`src/inc/dmaie_regs.svh`:
```
// Bit positions, encodings and reset values for the channel interrupt-enable block.
`ifndef DMAIE_REGS_SVH
`define DMAIE_REGS_SVH

// Control word bit positions (bits 17 down to 8 of the channel control register).
`define DMAIE_BIT_ESCAPE_FLAG     17
`define DMAIE_BIT_COUNT_END_FLAG  16
`define DMAIE_BIT_SIZE_HI         15
`define DMAIE_BIT_SIZE_LO         14
`define DMAIE_BIT_MODE_HI         13
`define DMAIE_BIT_MODE_LO         12
`define DMAIE_BIT_SIZE_ERR_IE     11
`define DMAIE_BIT_RESERVED        10
`define DMAIE_BIT_ESCAPE_IE       9
`define DMAIE_BIT_COUNT_END_IE    8

// Access size field codes.
`define DMAIE_SIZE_BYTE           2'h0
`define DMAIE_SIZE_WORD           2'h1
`define DMAIE_SIZE_LONG           2'h2

// Transfer mode field codes.
`define DMAIE_MODE_NORMAL         2'h0
`define DMAIE_MODE_BLOCK          2'h1
`define DMAIE_MODE_REPEAT         2'h2

// Bytes moved per request for each access size.
`define DMAIE_BYTES_BYTE          3'h1
`define DMAIE_BYTES_WORD          3'h2
`define DMAIE_BYTES_LONG          3'h4

// Reset values.
`define DMAIE_RST_BIT             1'h0
`define DMAIE_RST_FIELD           2'h0

`endif

```
`src/inc/dmaie_pkg.sv`:
```
// Types shared by the channel interrupt-enable block.
package dmaie_pkg;

  typedef enum logic [1:0] {
    DMAIE_SIZE_BYTE_E = 2'h0,
    DMAIE_SIZE_WORD_E = 2'h1,
    DMAIE_SIZE_LONG_E = 2'h2,
    DMAIE_SIZE_BAD_E  = 2'h3
  } dmaie_size_e;

  typedef enum logic [1:0] {
    DMAIE_MODE_NORMAL_E = 2'h0,
    DMAIE_MODE_BLOCK_E  = 2'h1,
    DMAIE_MODE_REPEAT_E = 2'h2,
    DMAIE_MODE_BAD_E    = 2'h3
  } dmaie_mode_e;

  // Software write of the control word: strobe plus data bits.
  typedef struct packed {
    logic        write;
    logic        channel_enable;
    logic        escape_flag_clear;
    logic        count_end_flag_clear;
    logic [1:0]  access_size;
    logic [1:0]  xfer_mode;
    logic        size_error_int_enable;
    logic        reserved;
    logic        escape_int_enable;
    logic        count_end_int_enable;
  } dmaie_ctrl_wr_s;

  // Control state read back by software.
  typedef struct packed {
    logic        channel_enable;
    logic        escape_int_flag;
    logic        count_end_int_flag;
    logic [1:0]  access_size;
    logic [1:0]  xfer_mode;
    logic        size_error_int_enable;
    logic        reserved;
    logic        escape_int_enable;
    logic        count_end_int_enable;
  } dmaie_ctrl_rd_s;

endpackage

```
`src/core/dmaie_channel.sv`:
```
// Interrupt enables, flags and size-error stop for one transfer channel.
`timescale 1ns/1ps
`default_nettype none
`include "dmaie_regs.svh"

module dmaie_channel #(
  parameter int COUNT_W = 16
) (
  input  wire logic                    clock,
  input  wire logic                    rst,
  input  wire dmaie_pkg::dmaie_ctrl_wr_s ctrl_wr,
  input  wire logic                    xfer_request,
  input  wire logic                    last_xfer_done,
  input  wire logic                    escape_event,
  input  wire logic [COUNT_W-1:0]      transfer_count,
  input  wire logic [COUNT_W-1:0]      block_size,
  output dmaie_pkg::dmaie_ctrl_rd_s    ctrl_rd,
  output logic                         size_error,
  output logic                         escape_int_req,
  output logic                         count_end_int_req
);

  logic        channel_enable;
  logic        escape_int_flag;
  logic        count_end_int_flag;
  logic [1:0]  access_size;
  logic [1:0]  xfer_mode;
  logic        size_error_int_enable;
  logic        escape_int_enable;
  logic        count_end_int_enable;
  logic        too_small;
  logic        size_err_hit;
  logic        next_escape_flag;
  logic        next_count_end_flag;
  logic        next_channel_enable;
  logic [1:0]  next_access_size;
  logic [1:0]  next_xfer_mode;
  logic        next_size_error_int_enable;
  logic        next_escape_int_enable;
  logic        next_count_end_int_enable;

  dmaie_size_check #(
    .COUNT_W (COUNT_W)
  ) u_size_check (
    .access_size    (access_size),
    .xfer_mode      (xfer_mode),
    .transfer_count (transfer_count),
    .block_size     (block_size),
    .too_small      (too_small)
  );

  // A size error only counts on a live request with the enable set.
  assign size_err_hit = xfer_request && channel_enable && size_error_int_enable
                        && too_small;

  // Next configuration; prohibited codes are refused and the old value kept.
  // Readback and requests use these values so they never lag the registers.
  always_comb begin
    next_access_size           = access_size;
    next_xfer_mode             = xfer_mode;
    next_size_error_int_enable = size_error_int_enable;
    next_escape_int_enable     = escape_int_enable;
    next_count_end_int_enable  = count_end_int_enable;
    if (ctrl_wr.write) begin
      if (ctrl_wr.access_size != dmaie_pkg::DMAIE_SIZE_BAD_E) begin
        next_access_size = ctrl_wr.access_size;
      end
      if (ctrl_wr.xfer_mode != dmaie_pkg::DMAIE_MODE_BAD_E) begin
        next_xfer_mode = ctrl_wr.xfer_mode;
      end
      next_size_error_int_enable = ctrl_wr.size_error_int_enable;
      next_escape_int_enable     = ctrl_wr.escape_int_enable;
      next_count_end_int_enable  = ctrl_wr.count_end_int_enable;
    end
  end

  // Configuration registers.
  always_ff @(posedge clock) begin
    if (rst) begin
      access_size           <= `DMAIE_RST_FIELD;
      xfer_mode             <= `DMAIE_RST_FIELD;
      size_error_int_enable <= `DMAIE_RST_BIT;
      escape_int_enable     <= `DMAIE_RST_BIT;
      count_end_int_enable  <= `DMAIE_RST_BIT;
    end else begin
      access_size           <= next_access_size;
      xfer_mode             <= next_xfer_mode;
      size_error_int_enable <= next_size_error_int_enable;
      escape_int_enable     <= next_escape_int_enable;
      count_end_int_enable  <= next_count_end_int_enable;
    end
  end

  // Channel enable: software writes it, a size error knocks it down.
  // The hardware stop wins over a same-cycle software write.
  always_comb begin
    next_channel_enable = channel_enable;
    if (ctrl_wr.write) begin
      next_channel_enable = ctrl_wr.channel_enable;
    end
    if (size_err_hit) begin
      next_channel_enable = 1'h0;
    end
  end

  // Channel enable register.
  always_ff @(posedge clock) begin
    if (rst) begin
      channel_enable <= `DMAIE_RST_BIT;
    end else begin
      channel_enable <= next_channel_enable;
    end
  end

  // Flag update: setting events beat any clear in the same cycle so no event is lost.
  always_comb begin
    next_escape_flag    = escape_int_flag;
    next_count_end_flag = count_end_int_flag;
    if (ctrl_wr.write && ctrl_wr.channel_enable) begin
      next_escape_flag    = 1'h0;
      next_count_end_flag = 1'h0;
    end
    if (ctrl_wr.write && ctrl_wr.escape_flag_clear) begin
      next_escape_flag = 1'h0;
    end
    if (ctrl_wr.write && ctrl_wr.count_end_flag_clear) begin
      next_count_end_flag = 1'h0;
    end
    if (size_err_hit || escape_event) begin
      next_escape_flag = 1'h1;
    end
    if (last_xfer_done && (transfer_count == '0)) begin
      next_count_end_flag = 1'h1;
    end
  end

  // Flag registers.
  always_ff @(posedge clock) begin
    if (rst) begin
      escape_int_flag    <= `DMAIE_RST_BIT;
      count_end_int_flag <= `DMAIE_RST_BIT;
    end else begin
      escape_int_flag    <= next_escape_flag;
      count_end_int_flag <= next_count_end_flag;
    end
  end

  // Requests follow next-state values so they rise and drop with the flag and enable.
  always_ff @(posedge clock) begin
    if (rst) begin
      escape_int_req    <= 1'h0;
      count_end_int_req <= 1'h0;
      size_error        <= 1'h0;
    end else begin
      escape_int_req    <= next_escape_flag && next_escape_int_enable;
      count_end_int_req <= next_count_end_flag && next_count_end_int_enable;
      size_error        <= size_err_hit;
    end
  end

  // Readback register; the reserved bit is a constant zero and ignores writes.
  always_ff @(posedge clock) begin
    if (rst) begin
      ctrl_rd <= '0;
    end else begin
      ctrl_rd.channel_enable        <= next_channel_enable;
      ctrl_rd.escape_int_flag       <= next_escape_flag;
      ctrl_rd.count_end_int_flag    <= next_count_end_flag;
      ctrl_rd.access_size           <= next_access_size;
      ctrl_rd.xfer_mode             <= next_xfer_mode;
      ctrl_rd.size_error_int_enable <= next_size_error_int_enable;
      ctrl_rd.reserved              <= `DMAIE_RST_BIT;
      ctrl_rd.escape_int_enable     <= next_escape_int_enable;
      ctrl_rd.count_end_int_enable  <= next_count_end_int_enable;
    end
  end

endmodule
`default_nettype wire

```
`src/core/dmaie_size_check.sv`:
```
// Combinational check: remaining count too small for the next request.
`timescale 1ns/1ps
`default_nettype none
`include "dmaie_regs.svh"

module dmaie_size_check #(
  parameter int COUNT_W = 16
) (
  input  wire logic [1:0]         access_size,
  input  wire logic [1:0]         xfer_mode,
  input  wire logic [COUNT_W-1:0] transfer_count,
  input  wire logic [COUNT_W-1:0] block_size,
  output logic                    too_small
);

  logic [COUNT_W-1:0] need;

  // Pick the amount moved per request from mode and access size.
  always_comb begin
    need = COUNT_W'(`DMAIE_BYTES_BYTE);
    case (access_size)
      `DMAIE_SIZE_WORD: need = COUNT_W'(`DMAIE_BYTES_WORD);
      `DMAIE_SIZE_LONG: need = COUNT_W'(`DMAIE_BYTES_LONG);
      default: need = COUNT_W'(`DMAIE_BYTES_BYTE);
    endcase
    if (xfer_mode == `DMAIE_MODE_BLOCK) begin
      need = block_size;
    end
    too_small = (transfer_count < need);
  end

endmodule
`default_nettype wire

```
`config.mk`:
```
export PLATFORM = sky130hd
export DESIGN_NAME = dmaie_channel
export DESIGN_NICKNAME = d
export VERILOG_FILES = /design/src/inc/dmaie_pkg.sv /design/src/core/dmaie_channel.sv /design/src/core/dmaie_size_check.sv
export VERILOG_INCLUDE_DIRS = /design/src /design/src/inc
export SDC_FILE = /design/constraint.sdc
export NUM_CORES = 1
export LEC_CHECK = 0
export ABC_AREA = 1
export BUFFER_PORTS_ARGS = -buffer_cell sky130_fd_sc_hd__buf_4
export CORE_AREA = 2 2 55 57
export CTS_BUF_LIST = sky130_fd_sc_hd__clkbuf_16
export DETAILED_ROUTE_END_ITERATION = 10
export DIE_AREA = 0 0 57 59
export PLACE_DENSITY = 0.74
export SLEW_MARGIN = 20
export SYNTH_ARGS = -nofsm -noshare
export SYNTH_HDL_FRONTEND = slang
export SYNTH_SLANG_ARGS = --single-unit
```
`constraint.sdc`:
```
create_clock -name clock -period 2 [get_ports clock]
set_input_delay 0.2 -clock clock [delete_from_list [all_inputs] [get_ports clock]]
set_output_delay 0.2 -clock clock [all_outputs]
set_load 0.02 [all_outputs]
```
==> results.toml <==
[timing]
clock_skew_ns = 0.003121
finalCritPeriodShare = 0.9060
grt_setup_unrepaired = "no"
slew_viol_final = 0
setup_violations = 0
hold_viol = 0
fin_crit_ns = 1.812
max_freq_mhz = 551.9
setup-tns-final_ns = 0
worst_slack_ns = 0.1880

[yosys]
ys_seq_area_frac = 0.2488
synthCells = 146
synth.most_common_cell = "nand2_1"
ys_seq_elements = 13
synth_common_cells = "32 x nand2_1, 17 x ha_1, 15 x inv_1, 13 x dfxtp_1"
async_flop_share = 0
synthFlopType = "dfxtp_1"
synth_cell_type_count = 27
syn-cell-area_mm2 = 0.001046
synth.largest_area_cell = "dfxtp_1"
synth.net_count = 212
synth_top_cell_area_share = 0.2488
syn_avg_cell_area_um2 = 7.164
synth_edf_count = 0
ys.warnings.count = 0
ys_top_cells_by_area = "dfxtp_1 25%, ha_1 20%, nand2_1 11%, buf_4 5.7%, inv_1 5.4%"

[grt]
grt_pass1_wl_mm = 4.547
grt_overflow = 0
grt_pass1_vias = 1136
antenna_found_initial = 0
grt_usage = 0.1717
grt_max_degree = 14

[floorplan]
die_w_um = 57
ios = 63
fp.dieH_um = 59
initial_core_util = 0.3860
row_count = 19
die_area_mm2 = 0.003363
fp.coreArea_mm2 = 0.002710

[min_path]
min_path_type = "input port to flop"

[finish]
syn2layout_area_growth_pct = 50.96
num_antenna_cells = 0
multi_input_area_um2 = 656.9
nets = 269
drive_gt1_frac = 0.3960
regArea_um2 = 262.8
fill_cells = 263

[power]
power_density_mw_per_mm2 = 569.6
leakagePower_nw = 0.7922
vdd_drop_max_v = 0.0006565
totalPowerFinal_w = 0.0008994

[route]
dr.pass1.iters = 4
drc_errors = 0
top_layer = "met4"
drt_wl_total_mm = 2.881
wl_met1_mm = 1.114
wl_met3_um = 324
drtIter0Drc = 20
via_per_inst = 4.966
met2_length_mm = 1.366
post_drt_wl_per_cell_um = 12.36
vias = 1157
ant_nets = 0

[placement]
pre_cts_slack_ns = 0.04461
place.gp.congestion = 0.7899
port_buffers = 60
post-dp-hpwl_mm = 2.287

[status]
status = "finished, final reports clean"

[setup_path]
crit_path_start_kind = "flop"
path_max_fanout = 7
critPathCapture = "ctrl_rd[10]"
required_ns = 2.13
reg2reg_slack_ns = 0.19
startpoint = "ctrl_rd[5]"
worstPathArrival_ns = 1.95
r2r_cells = 13
rr_endpoint = "ctrl_rd[10]"
endpoint_kind = "flop"
worstReg2RegStart = "ctrl_rd[5]"
crit_type = "flop to flop"

[job]
max_cap_violations = 0

[clocking]
postCtsSetupRepairBufs = 0
cts_inserted_buffers = 3
path_clk_slew_ns = 0.05
cts.htree.levels = 1
cts_hold_buf = 0
root_buffer = "clkbuf_16"
cts_sinks = 13
ctsLongestPathBuffers = 2
cts_tree = "done"
clk_latency_ns = 0.25
-- critical path, stage by stage, from the launching register on --
cell and delay, ns:
dfxtp_2 0.34, inv_2 0.06, nand2_4 0.08, clkinvlp_4 0.16, nand2_1 0.11, ha_1 0.26
a21oi_2 0.13, o21ai_1 0.06, nor3_1 0.18, nand2_1 0.09, inv_2 0.05, nand2_2 0.08
nand2_2 0.07, nor2_2 0.03
-- what timing repair did --
item,4_1_cts,5_1_grt
endpoints found under the setup margin,0,4
endpoints found under the hold margin,0,0
resized for setup,0,7
-- cell usage in the layout, fill, tap and decap left out, drive strengths merged --
master,netlist,routed
a31o,1,1
a211oi,3,3
a21oi,10,10
mux2i,3,3
a221oi,1,1
nand3,4,4
nor3,4,4
buf,9,61
nor4,4,4
dfxtp,13,13
clkinvlp,0,2
a21boi,1,1
or2,1,1
conb,1,1
inv,18,18
clkinv,2,2
nand4,3,3
nand2,35,35
nor2,11,11
clkbuf,1,3
o21ai,4,4
ha,17,17
-- sequential cells by signal, summed over array words and instances, names as in the netlist --
signal,flops
ctrl_rd,10
escape_int_req,1
count_end_int_req,1
size_error,1
-- routing by layer --
layer,up-vias,track usage
met2,62,0.2956
met5,-,0
met3,7,0.05022
li1,586,-
met4,0,0.1063
met1,502,0.1862
-- cells by family after synthesis --
family	after synthesis	synth area share
AO/OA/AOI/OAI	20	0.1124
adder cells (fa/ha/maj)	17	0.2033
buffers and inverters	30	0.1376
flip-flops	13	0.2488
multiplexers	3	0.02871
other	1	0.003585
AND/OR/NAND/NOR	62	0.2656
-- worst min-delay path by stage --
stage               startpoint          to  slack, ns  cells after the start
global placement    ctrl_wr[3]  ctrl_rd[3]       0.43                      3
detailed placement  ctrl_wr[3]  ctrl_rd[3]       0.43                      3
CTS                 ctrl_wr[3]  ctrl_rd[3]       0.18                      3
floorplan           ctrl_wr[3]  ctrl_rd[3]       0.33                      2
finish              ctrl_wr[3]  ctrl_rd[3]       0.18                      3
global route        ctrl_wr[3]  ctrl_rd[3]       0.20                      3
-- stage by stage --
step           cells  cell area, um^2  utilization  hold slack [ns]
6_report         233             1579       0.5826           0.1782
5_1_grt          233             1579       0.5826           0.1988
4_1_cts          232             1553       0.5729           0.1761
3_5_place_dp     228             1474       0.5439           0.4271
3_3_place_gp     228             1474       0.5439           0.4271
2_1_floorplan    146             1047            -           0.3349
-- area by class of cell --
cell class / count / share of cell area
multi-input cells: 103 / 0.4160
repair buffers: 61 / 0.2900
flip-flops and latches: 13 / 0.1664
inverters: 20 / 0.04992
clock buffers: 3 / 0.04754
well taps: 31 / 0.02456
repair inverters: 1 / 0.003170
clock inverters: 1 / 0.002377
-- report_power, final --
| part | internal [W] | switching (W) | leakage (nW) |
|---|---|---|---|
| Sequential | 0.000273 | 0.00000946 | 0.108 |
| Clock | 0.000264 | 0.000115 | 0.0423 |
| Combinational | 0.000125 | 0.000113 | 0.642 |
| Total | 0.000662 | 0.000237 | 0.792 |
Note: power is estimated with default switching activity, not from simulation.
